--- src/pkg/pmr_regs.svh ---
`ifndef PMR_REGS_SVH
`define PMR_REGS_SVH

// ****************************************
// register addresses
// ****************************************
`define PMR_REG_CTRL       5'h00
`define PMR_REG_STATUS     5'h01
`define PMR_REG_ID_HI      5'h02
`define PMR_REG_ID_LO      5'h03
`define PMR_REG_ADV        5'h04
`define PMR_REG_PARTNER    5'h05
`define PMR_REG_DIAG       5'h1D
`define PMR_REG_SPECIAL    5'h1F

// ****************************************
// control fields and reset
// ****************************************
`define PMR_CTRL_DUPLEX    8
`define PMR_CTRL_XALG      5
`define PMR_CTRL_STRAIGHT  4
`define PMR_CTRL_XOFF      3
`define PMR_CTRL_FEF_OFF   2
`define PMR_CTRL_TX_OFF    1
`define PMR_CTRL_LED_OFF   0
`define PMR_CTRL_RST_DUPLEX 1'b1
`define PMR_CTRL_RST_XALG   1'b1

// ****************************************
// status fields
// ****************************************
`define PMR_STAT_CAPS      16'h7808
`define PMR_STAT_DONE      5
`define PMR_STAT_FAULT     4
`define PMR_STAT_LINK      2

// ****************************************
// identifier, arbitrary values
// ****************************************
`define PMR_ID_HI_VAL      16'h0A5C
`define PMR_ID_LO_VAL      16'h3C00

// ****************************************
// advertisement and partner
// ****************************************
`define PMR_ADV_FIXED      16'h0801
`define PMR_ADV_WMASK      16'h07E0
`define PMR_ADV_RST        16'h05E0
`define PMR_PARTNER_MASK   16'h3FFF

// ****************************************
// management frame timing
// ****************************************
`define PMR_PREAMBLE_MIN   6'd32
`define PMR_HDR_BITS       5'd13
`define PMR_DATA_BITS      5'd16
`define PMR_TA_BITS        5'd2
`define PMR_OP_READ        2'b10
`define PMR_OP_WRITE       2'b01

`endif

--- src/pkg/pmr_pkg.sv ---
package pmr_pkg;

  typedef enum logic [2:0] {
    PMR_IDLE,
    PMR_HDR,
    PMR_TA,
    PMR_READ,
    PMR_WRITE
  } pmr_state_e;

  typedef struct packed {
    logic full_duplex;
    logic crossover_algorithm_select;
    logic fixed_wiring_straight;
    logic auto_crossover_off;
    logic far_fault_detect_off;
    logic transmit_off;
    logic indicator_off;
  } pmr_ctrl_s;

  typedef struct packed {
    logic        link_up;
    logic        far_fault;
    logic        negotiation_done;
    logic [13:0] partner;
  } pmr_stat_s;

  typedef struct packed {
    logic        valid;
    logic        write;
    logic [4:0]  phy_port_address;
    logic [4:0]  phy_register_address;
    logic [15:0] wdata;
  } pmr_spi_req_s;

  typedef struct packed {
    logic        valid;
    logic        hit;
    logic [15:0] rdata;
  } pmr_spi_rsp_s;

endpackage

--- src/logic/pmr_bank.sv ---
`timescale 1ns/10ps
`include "pmr_regs.svh"
module pmr_bank #(
  parameter int NPORTS = 3
) (
  input  wire logic                               clk,
  input  wire logic                               rst,
  input  wire logic                               mdc,
  input  wire logic                               mdio_in,
  output      logic                               mdio_out,
  output      logic                               mdio_oe,
  input  wire pmr_pkg::pmr_spi_req_s              spi_req,
  output      pmr_pkg::pmr_spi_rsp_s              spi_rsp,
  input  wire pmr_pkg::pmr_stat_s [NPORTS-1:0]    port_stat,
  output      pmr_pkg::pmr_ctrl_s [NPORTS-1:0]    port_ctrl,
  output      logic [NPORTS-1:0][15:0]            port_adv
);
  import pmr_pkg::*;

  // ****************************************
  // register read decode
  // ****************************************
  pmr_stat_s [NPORTS-1:0] stat_q;

  function automatic logic [16:0] read_word(input pmr_ctrl_s c, input logic [15:0] a,
                                            input pmr_stat_s s, input logic [4:0] r);
    logic [15:0] w;
    logic        hit;
    w   = 16'h0000;
    hit = 1'b1;
    if (r == `PMR_REG_CTRL) begin
      w[`PMR_CTRL_DUPLEX]   = c.full_duplex;
      w[`PMR_CTRL_XALG]     = c.crossover_algorithm_select;
      w[`PMR_CTRL_STRAIGHT] = c.fixed_wiring_straight;
      w[`PMR_CTRL_XOFF]     = c.auto_crossover_off;
      w[`PMR_CTRL_FEF_OFF]  = c.far_fault_detect_off;
      w[`PMR_CTRL_TX_OFF]   = c.transmit_off;
      w[`PMR_CTRL_LED_OFF]  = c.indicator_off;               // bits 7..6 stay 0
    end else if (r == `PMR_REG_STATUS) begin
      w = `PMR_STAT_CAPS;
      w[`PMR_STAT_DONE]  = s.negotiation_done;
      w[`PMR_STAT_FAULT] = s.far_fault;
      w[`PMR_STAT_LINK]  = s.link_up;
    end else if (r == `PMR_REG_ID_HI) begin
      w = `PMR_ID_HI_VAL;
    end else if (r == `PMR_REG_ID_LO) begin
      w = `PMR_ID_LO_VAL;
    end else if (r == `PMR_REG_ADV) begin
      w = (a & `PMR_ADV_WMASK) | `PMR_ADV_FIXED;
    end else if (r == `PMR_REG_PARTNER) begin
      w = {2'b00, s.partner} & `PMR_PARTNER_MASK;
    end else if (r == `PMR_REG_DIAG || r == `PMR_REG_SPECIAL) begin
      w = 16'h0000;                                          // other blocks own these
    end else begin
      hit = 1'b0;
    end
    return {hit, w};
  endfunction

  function automatic pmr_ctrl_s ctrl_from(input logic [15:0] d);
    pmr_ctrl_s c;
    c.full_duplex                = d[`PMR_CTRL_DUPLEX];
    c.crossover_algorithm_select = d[`PMR_CTRL_XALG];
    c.fixed_wiring_straight      = d[`PMR_CTRL_STRAIGHT];
    c.auto_crossover_off         = d[`PMR_CTRL_XOFF];
    c.far_fault_detect_off       = d[`PMR_CTRL_FEF_OFF];
    c.transmit_off               = d[`PMR_CTRL_TX_OFF];
    c.indicator_off              = d[`PMR_CTRL_LED_OFF];
    return c;
  endfunction

  // ****************************************
  // management serial frame
  // ****************************************
  pmr_state_e  state;
  logic        mdc_q;
  logic [5:0]  pre_cnt;
  logic [4:0]  bit_cnt;
  logic [11:0] hdr;
  logic        is_read;
  logic [4:0]  frame_port;
  logic [4:0]  frame_reg;
  logic [15:0] shift;
  logic        mdio_wr;
  logic [4:0]  mdio_wr_port;
  logic [4:0]  mdio_wr_reg;
  logic [15:0] mdio_wr_data;

  wire         mdc_rise   = mdc & ~mdc_q;
  wire  [12:0] hdr_full   = {hdr, mdio_in};
  wire  [4:0]  hdr_port   = hdr_full[9:5];
  wire  [4:0]  hdr_reg    = hdr_full[4:0];
  wire  [1:0]  hdr_op     = hdr_full[11:10];
  wire         port_ok    = (hdr_port >= 5'd1) && (hdr_port <= 5'(NPORTS));
  wire  [4:0]  port_idx   = hdr_port - 5'd1;
  wire  [16:0] mdio_look  = port_ok ? read_word(port_ctrl[port_idx], port_adv[port_idx],
                                                stat_q[port_idx], hdr_reg) : 17'h0_0000;
  wire         op_ok      = (hdr_op == `PMR_OP_READ) || (hdr_op == `PMR_OP_WRITE);
  wire         frame_ok   = hdr_full[12] && op_ok && port_ok && mdio_look[16];
  wire         bit_last   = (bit_cnt == `PMR_DATA_BITS - 5'd1);

  always_ff @(posedge clk or posedge rst) begin
    if (rst) begin
      mdc_q <= 1'b0;
    end else begin
      mdc_q <= mdc;
    end
  end

  always_ff @(posedge clk or posedge rst) begin
    if (rst) begin
      state        <= PMR_IDLE;
      pre_cnt      <= 6'd0;
      bit_cnt      <= 5'd0;
      hdr          <= 12'h000;
      is_read      <= 1'b0;
      frame_port   <= 5'd0;
      frame_reg    <= 5'd0;
      shift        <= 16'h0000;
      mdio_out     <= 1'b0;
      mdio_oe      <= 1'b0;
      mdio_wr      <= 1'b0;
      mdio_wr_port <= 5'd0;
      mdio_wr_reg  <= 5'd0;
      mdio_wr_data <= 16'h0000;
    end else begin
      mdio_wr <= 1'b0;
      if (mdc_rise) begin
        case (state)
          PMR_IDLE: begin
            bit_cnt <= 5'd0;
            if (mdio_in) begin
              pre_cnt <= (pre_cnt == `PMR_PREAMBLE_MIN) ? pre_cnt : pre_cnt + 6'd1;
            end else if (pre_cnt == `PMR_PREAMBLE_MIN) begin
              state <= PMR_HDR;
            end else begin
              pre_cnt <= 6'd0;
            end
          end
          PMR_HDR: begin
            hdr     <= hdr_full[11:0];
            bit_cnt <= bit_cnt + 5'd1;
            if (bit_cnt == `PMR_HDR_BITS - 5'd1) begin
              // foreign or bad frames drop back; their data bits cannot form a preamble
              state      <= frame_ok ? PMR_TA : PMR_IDLE;
              pre_cnt    <= 6'd0;
              bit_cnt    <= 5'd0;
              is_read    <= (hdr_op == `PMR_OP_READ);
              frame_port <= port_idx;
              frame_reg  <= hdr_reg;
              shift      <= mdio_look[15:0];
            end
          end
          PMR_TA: begin
            bit_cnt <= bit_cnt + 5'd1;
            if (is_read && bit_cnt == 5'd0) begin
              mdio_oe  <= 1'b1;
              mdio_out <= 1'b0;
            end
            if (bit_cnt == `PMR_TA_BITS - 5'd1) begin
              bit_cnt <= 5'd0;
              state   <= is_read ? PMR_READ : PMR_WRITE;
              // first data bit must stand before the master samples it
              if (is_read) begin
                mdio_out <= shift[15];
                shift    <= {shift[14:0], 1'b0};
              end
            end
          end
          PMR_READ: begin
            mdio_out <= shift[15];
            shift    <= {shift[14:0], 1'b0};
            bit_cnt  <= bit_cnt + 5'd1;
            if (bit_last) begin
              mdio_oe  <= 1'b0;
              mdio_out <= 1'b0;
              state    <= PMR_IDLE;
            end
          end
          PMR_WRITE: begin
            shift   <= {shift[14:0], mdio_in};
            bit_cnt <= bit_cnt + 5'd1;
            if (bit_last) begin
              mdio_wr      <= 1'b1;
              mdio_wr_port <= frame_port;
              mdio_wr_reg  <= frame_reg;
              mdio_wr_data <= {shift[14:0], mdio_in};
              state        <= PMR_IDLE;
            end
          end
          default: begin
            state <= PMR_IDLE;
          end
        endcase
      end
    end
  end

  // ****************************************
  // serial host port access
  // ****************************************
  wire         spi_port_ok = (spi_req.phy_port_address >= 5'd1) &&
                             (spi_req.phy_port_address <= 5'(NPORTS));
  wire  [4:0]  spi_idx     = spi_req.phy_port_address - 5'd1;
  wire  [16:0] spi_look    = spi_port_ok ? read_word(port_ctrl[spi_idx], port_adv[spi_idx],
                                                     stat_q[spi_idx], spi_req.phy_register_address)
                                         : 17'h0_0000;
  wire         spi_wr      = spi_req.valid && spi_req.write && spi_look[16];

  always_ff @(posedge clk or posedge rst) begin
    if (rst) begin
      spi_rsp <= '0;
    end else begin
      spi_rsp.valid <= spi_req.valid;
      spi_rsp.hit   <= spi_req.valid && spi_look[16];
      spi_rsp.rdata <= (spi_req.valid && !spi_req.write) ? spi_look[15:0] : 16'h0000;
    end
  end

  // ****************************************
  // per-port storage and status sampling
  // ****************************************
  for (genvar p = 0; p < NPORTS; p++) begin : g_port
    // management frame wins a same-cycle clash with the host port
    wire         m_hit  = mdio_wr && (mdio_wr_port == 5'(p));
    wire         s_hit  = spi_wr && (spi_idx == 5'(p)) && !m_hit;
    wire  [4:0]  w_reg  = m_hit ? mdio_wr_reg : spi_req.phy_register_address;
    wire  [15:0] w_dat  = m_hit ? mdio_wr_data : spi_req.wdata;
    wire         w_ctrl = (m_hit || s_hit) && (w_reg == `PMR_REG_CTRL);
    wire         w_adv  = (m_hit || s_hit) && (w_reg == `PMR_REG_ADV);

    always_ff @(posedge clk or posedge rst) begin
      if (rst) begin
        port_ctrl[p]                            <= '0;
        port_ctrl[p].full_duplex                <= `PMR_CTRL_RST_DUPLEX;
        port_ctrl[p].crossover_algorithm_select <= `PMR_CTRL_RST_XALG;
        port_adv[p]                             <= `PMR_ADV_RST;
      end else begin
        if (w_ctrl) begin
          port_ctrl[p] <= ctrl_from(w_dat);
        end
        if (w_adv) begin
          port_adv[p] <= w_dat & `PMR_ADV_WMASK;  // fixed fields ignored
        end
      end
    end

    // fault report masked while detection is suppressed
    always_ff @(posedge clk or posedge rst) begin
      if (rst) begin
        stat_q[p] <= '0;
      end else begin
        stat_q[p].link_up          <= port_stat[p].link_up;
        stat_q[p].negotiation_done <= port_stat[p].negotiation_done;
        stat_q[p].far_fault        <= port_stat[p].far_fault & ~port_ctrl[p].far_fault_detect_off;
        stat_q[p].partner          <= port_stat[p].partner;
      end
    end
  end

endmodule

--- config.mk ---
export PLATFORM = sky130hd
export DESIGN_NAME = pmr_bank
export DESIGN_NICKNAME = d
export VERILOG_FILES = /design/src/pkg/pmr_pkg.sv /design/src/logic/pmr_bank.sv
export VERILOG_INCLUDE_DIRS = /design/src /design/src/pkg
export SDC_FILE = /design/constraint.sdc
export NUM_CORES = 1
export LEC_CHECK = 0
export ABC_AREA = 1
export BUFFER_PORTS_ARGS = -buffer_cell sky130_fd_sc_hd__buf_2
export CAP_MARGIN = 40
export CORE_UTILIZATION = 40
export CTS_CLUSTER_DIAMETER = 50
export CTS_CLUSTER_SIZE = 30
export DETAILED_ROUTE_END_ITERATION = 8
export PLACE_DENSITY = 0.61
export SETUP_SLACK_MARGIN = 0.4
export SYNTH_ARGS = -nofsm -noshare
export SYNTH_HDL_FRONTEND = slang
export SYNTH_SLANG_ARGS = --single-unit
--- constraint.sdc ---
create_clock -name clk -period 6.8 [get_ports clk]
set_input_delay 0.68 -clock clk [delete_from_list [all_inputs] [get_ports clk]]
set_output_delay 0.68 -clock clk [all_outputs]
set_load 0.005 [all_outputs]
* Word level (Yosys, flattened, before mapping)
Cells that the tools add are included.
Storage, ports and cells: output and inout port bits 89, logic and storage cells 254, bits of input ports 83, register bits 186
Cells by class: bitwise gates (word level) 8, equality and inequality tests 40, reduce and logical (&&, ||, !) cells 58, multiplexer cells 84, $lt $le $gt $ge 6, $add $sub $neg 4
Operators with widths (count):
- $mux W14 | 8
- $bmux W17 S2 | 2
- $mux W17 | 4
- $bmux W16 S2 | 2
- $mux W16 | 4
- $pmux W16 S4 | 1
- $mux W11 | 5
- $logic_not A5 Y1 | 8
- $mux W6 | 6
- $eq A5 B3 Y1 const B | 7
- $eq A5 B2 Y1 const B | 6
- $mux W15 | 2
- $bmux W7 S2 | 2
- $mux W7 | 4
- $eq A5 B1 Y1 const B | 5
- $logic_and A1 B1 Y1 | 25
- $mux W1 | 25
- $mux W5 | 5
- $eq A5 B5 Y1 const B | 4
- $pmux W5 S4 | 1
- $mux W3 | 6
- $ne A2 B2 Y1 const B | 8
- $pmux W3 S4 | 1
- $pmux W6 S2 | 1
- other kinds (29) | 58

* Logic depth before layout (Yosys ltp)
word-level depth 15, mapped depth 14, mapped depth without buffers 12

* Worst setup path before layout
OpenSTA, ideal clock, no wires.
path type input port to flip-flop, start input port spi_req[21] (netlist bit), end register spi_rsp[0] (netlist bit), setup slack 4441 ps, stages on the path 10, arrival 2239 ps, library setup time 120 ps, cells stage by stage inv_2 -> clkbuf_1 -> ha_1 -> inv_1 -> clkbuf_1 -> o21ai_0 -> o2111ai_1 -> nand3_1 -> o211ai_1 -> inv_1
Between the ends: longest elaborated chain between the ends 11
Ends and longest elaborated chain:
- start: declaration | line pmr_bank.sv:12 | input wire pmr_pkg::pmr_spi_req_s spi_req,
- $sub A5 B1 Y5 | line pmr_bank.sv:204 | wire [4:0] spi_idx = spi_req.phy_port_address - 5'd1;
- $bmux W17 S2 | line pmr_bank.sv:206 | stat_q[spi_idx], spi_req.phy_register_address)
- $mux W17 (not written as such) | line pmr_bank.sv:206
- $mux W14 | line pmr_bank.sv:50 | end else if (r == `PMR_REG_PARTNER) begin
- $mux W14 | line pmr_bank.sv:48 | end else if (r == `PMR_REG_ADV) begin
- $mux W14 | line pmr_bank.sv:46 | end else if (r == `PMR_REG_ID_LO) begin
- $mux W14 | line pmr_bank.sv:44 | end else if (r == `PMR_REG_ID_HI) begin
- $mux W15 | line pmr_bank.sv:39 | end else if (r == `PMR_REG_STATUS) begin
- $mux W6 | line pmr_bank.sv:31 | if (r == `PMR_REG_CTRL) begin
- $mux W17 * | line pmr_bank.sv:205 | wire [16:0] spi_look = spi_port_ok ? read_word(port_ctrl[spi_idx], port_adv[spi_idx],
- $mux W16 * | line pmr_bank.sv:216 | spi_rsp.rdata <= (spi_req.valid && !spi_req.write) ? spi_look[15:0] : 16'h0000;
- end: declaration | line pmr_bank.sv:13 | output pmr_pkg::pmr_spi_rsp_s spi_rsp,
Every way passes the cells marked *; elsewhere a longest branch is shown, timed or not. The select of a mux whose other input is x is not followed. A chain may end at the register's enable or synchronous reset.

* Worst setup path after layout
start input port spi_req[21] (netlist bit), end register spi_rsp[6] (netlist bit)
Between the ends: longest elaborated chain between the ends 11
Ends and longest elaborated chain (line):
- $sub A5 B1 Y5 | pmr_bank.sv:204
- $bmux W17 S2 | pmr_bank.sv:206
- $mux W17 (not written as such) | pmr_bank.sv:206
- $mux W14 | pmr_bank.sv:50
- $mux W14 | pmr_bank.sv:48
- $mux W14 | pmr_bank.sv:46
- $mux W14 | pmr_bank.sv:44
- $mux W15 | pmr_bank.sv:39
- $mux W2 | pmr_bank.sv:31
- $mux W17 * | pmr_bank.sv:205
- $mux W16 * | pmr_bank.sv:216
Marks and branches as above.

==> flow_metrics.tcl <==
set metrics [dict create \
    status "finished clean" \
    hpwl_mm 21.6 \
    antenna_cells 0 \
    grt_max_degree 117 \
    synth_top_area_cell "dfrtp_1" \
    clkSlewWorstSetupHoldPaths_ns 0.07 \
    grt_antenna_before_repair 0 \
    ios 172 \
    die_h_um 160 \
    drt-wirelength-per-cell_um 17.3 \
    critPathCaptureType "flop" \
    clk_latency_ns 0.44 \
    ant_nets 0 \
    reg_top3 "stat_q x51, port_ctrl x21, port_adv x18" \
    synth_edf_count 0 \
    grt_pass1_wl_mm 46.7 \
    cts_resized 0 \
    cts_tree "yes" \
    setup_viol 0 \
    vias_per_cell 5.21 \
    synth_most_common_cell "nand2_1" \
    first_global_vias 8277 \
    rsz0062_at_grt "false" \
    route.detailed.drc 0 \
    yosys.area_share.simple_pct 25.4 \
    p_leak_nw 5.70 \
    worstMarginPinSlew_ns 0.815 \
    postCtsSetupRepairBufs 0 \
    drv_slew 0 \
    clk_path_buf_depth 2 \
    cts_hold_buffers 0 \
    drt-total-wl_mm 29.7 \
    syn_area_mm2 0.0100 \
    top_register "stat_q" \
    initial_utilization_pct 40.9 \
    rows 57 \
    synthAdderAreaFrac_pct 2.00 \
    ys_types 50 \
    layout_setup_ws_ns 3.36 \
    synth.area.top_cells "dfrtp_1 41%, nand2_1 12%, o21ai_0 6.4%" \
    tns_ns 0 \
    path_max_fanout 44 \
    slew_headroom_pct 45.7 \
    fmax_mhz 290 \
    dpl.cell_count 1690 \
    die_w_um 160 \
    ys_seq_area_share_pct 46.5 \
    drt_pass1_iterations 5 \
    fin_cells 1721 \
    hold_path_depth 1 \
    yosysTopAreaCellShare_pct 41.0 \
    grt-ovfl-total 0 \
    worstHoldPathType "in -> reg" \
    fin_util_pct 46.6 \
    synthXorXnorAreaFrac_pct 0.437 \
    min_period_ns 3.44 \
    area_growth_pct 13.9 \
    ys_warn_count 0 \
    clock-sinks 185 \
    synth_cells 1273 \
    synth-compound-area-share_pct 16.2 \
    synthMuxAreaShare_pct 0.112 \
    layout-drive-gt1-share_pct 18.4 \
    dieArea_mm2 0.0257 \
    crit_arrival_ns 3.79 \
    finalCritPeriodShare_pct 50.6 \
    ir_drop_mv 0.192 \
    power_density_mw_per_mm2 304 \
    grtUsageTotal_pct 23.6 \
    dp_slack_ns 3.02 \
    finalHoldViolCount 0 \
    finClkSkew_ns 0.0144 \
    synthArstFlopShare_pct 100 \
    start_kind "input port" \
    synth_top_family_by_area "simple AND/OR/NAND/NOR gates" \
    cts-root-buf "clkbuf_16" \
    gp_congestion 0.902 \
    port_buffers 135 \
    cp.required_ns 7.15 \
    htree_levels 4 \
    core_mm2 0.0245 \
    synth_seq_cells 185 \
    largest_reg_flops 51 \
    crit_type "in -> reg" \
    reg2reg_depth 13 \
    layout.nets 1484 \
    cts-buffers-inserted 17 \
    ys.flop_type "dfrtp_1" \
    drv_cap 0 \
    synth.cells.most_frequent "326 x nand2_1, 164 x dfrtp_1, 129 x o21ai_0" \
    avgSynthCellArea_um2 7.86 \
    dr.first_iter.drc_count 888 \
    vias 8960 \
]
==> layout by cell type (no fill, tap or decap), types with 3 or more instances in the layout <==
| cell | count |
|---|---|
| dfrtp_1 | 164 |
| nor2_4 | 5 |
| xor2_1 | 4 |
| buf_4 | 6 |
| o2111ai_1 | 9 |
| clkinv_4 | 3 |
| o22ai_1 | 6 |
| nand4_1 | 10 |
| conb_1 | 31 |
| o21ai_1 | 22 |
| nand2_1 | 326 |
| a21oi_1 | 97 |
| nor2_1 | 90 |
| o211ai_1 | 9 |
| nor2_2 | 5 |
| nand2_4 | 5 |
| inv_8 | 3 |
| nand2_2 | 11 |
| nor3_4 | 3 |
| dfstp_2 | 21 |
| a31oi_1 | 6 |
| ha_1 | 16 |
| o21ai_0 | 129 |
| inv_1 | 103 |
| inv_2 | 17 |
| buf_2 | 135 |
| o221ai_1 | 5 |
| nand3_1 | 89 |
| nand4_2 | 3 |
| clkbuf_16 | 17 |
| nor3_1 | 5 |
| nand3_4 | 3 |
| o21ai_2 | 3 |
==> per-stage QoR <==
step / instance area (um^2) / hold slack [ns] / power, mW
final: 11400 / 0.342 / 3.47
after global routing: 11400 / 0.325 / 3.68
after CTS: 11400 / 0.331 / 3.47
after detailed placement: 10800 / 0.459 / 2.49
after global placement: 10800 / 0.457 / 2.43
after floorplan: 10100 / 0.443 / 2.16
==> worst max-delay path, stage by stage <==
cell	delay (ns)
buf_2	0.07
buf_4	0.39
inv_2	0.36
ha_1	0.93
inv_1	0.55
a21oi_1	0.23
o21ai_0	0.10
a21oi_1	0.14
o211ai_1	0.12
a21oi_1	0.17
==> layer usage <==
layer	GRT usage (%)	share of wire [%]	vias up	wire, um
met5	0	0	-	0
met3	4.94	7.5	45	2220
met4	7.40	2.1	0	617
li1	-	-	4349	-
met1	33.3	45	4200	13500
met2	36.2	45	366	13400
==> path summary, 6_finish.rpt <==
path | start | endpoint | slack, ns
min reg2reg | mdio_out | mdio_out | 0.47
min | port_stat[27] | stat_q[27] | 0.34
min in group asynchronous | rst | port_ctrl[17] | 0.40
max reg2reg | hdr[4] | shift[10] | 4.17
max | spi_req[21] | spi_rsp[6] | 3.36
max in group asynchronous | rst | shift[5] | 5.23
==> cell type report <==
type / instances / area, um^2
Clock buffer: 20 / 447
Clock inverter: 11 / 116
Fill cell: 2432 / 13100
Inverter: 122 / 465
Multi-Input combinational cell: 915 / 4530
Sequential cell: 185 / 4660
Tap cell: 324 / 405
Timing Repair Buffer: 144 / 779
==> kinds of logic after synthesis <==
kind of cell	Yosys count
compound gates	297
flops	185
buf+inv	203
simple gates	565
other cells	1
mux	1
xor+xnor	5
fa+ha+maj	16
==> report_power, final <==
group	internal [mW]	switching, mW
clock	0.521	0.447
sequential	1.25	0.113
combinational	0.354	0.784
total	2.12	1.34
No activity file was read; power rests on OpenSTA's default activity.
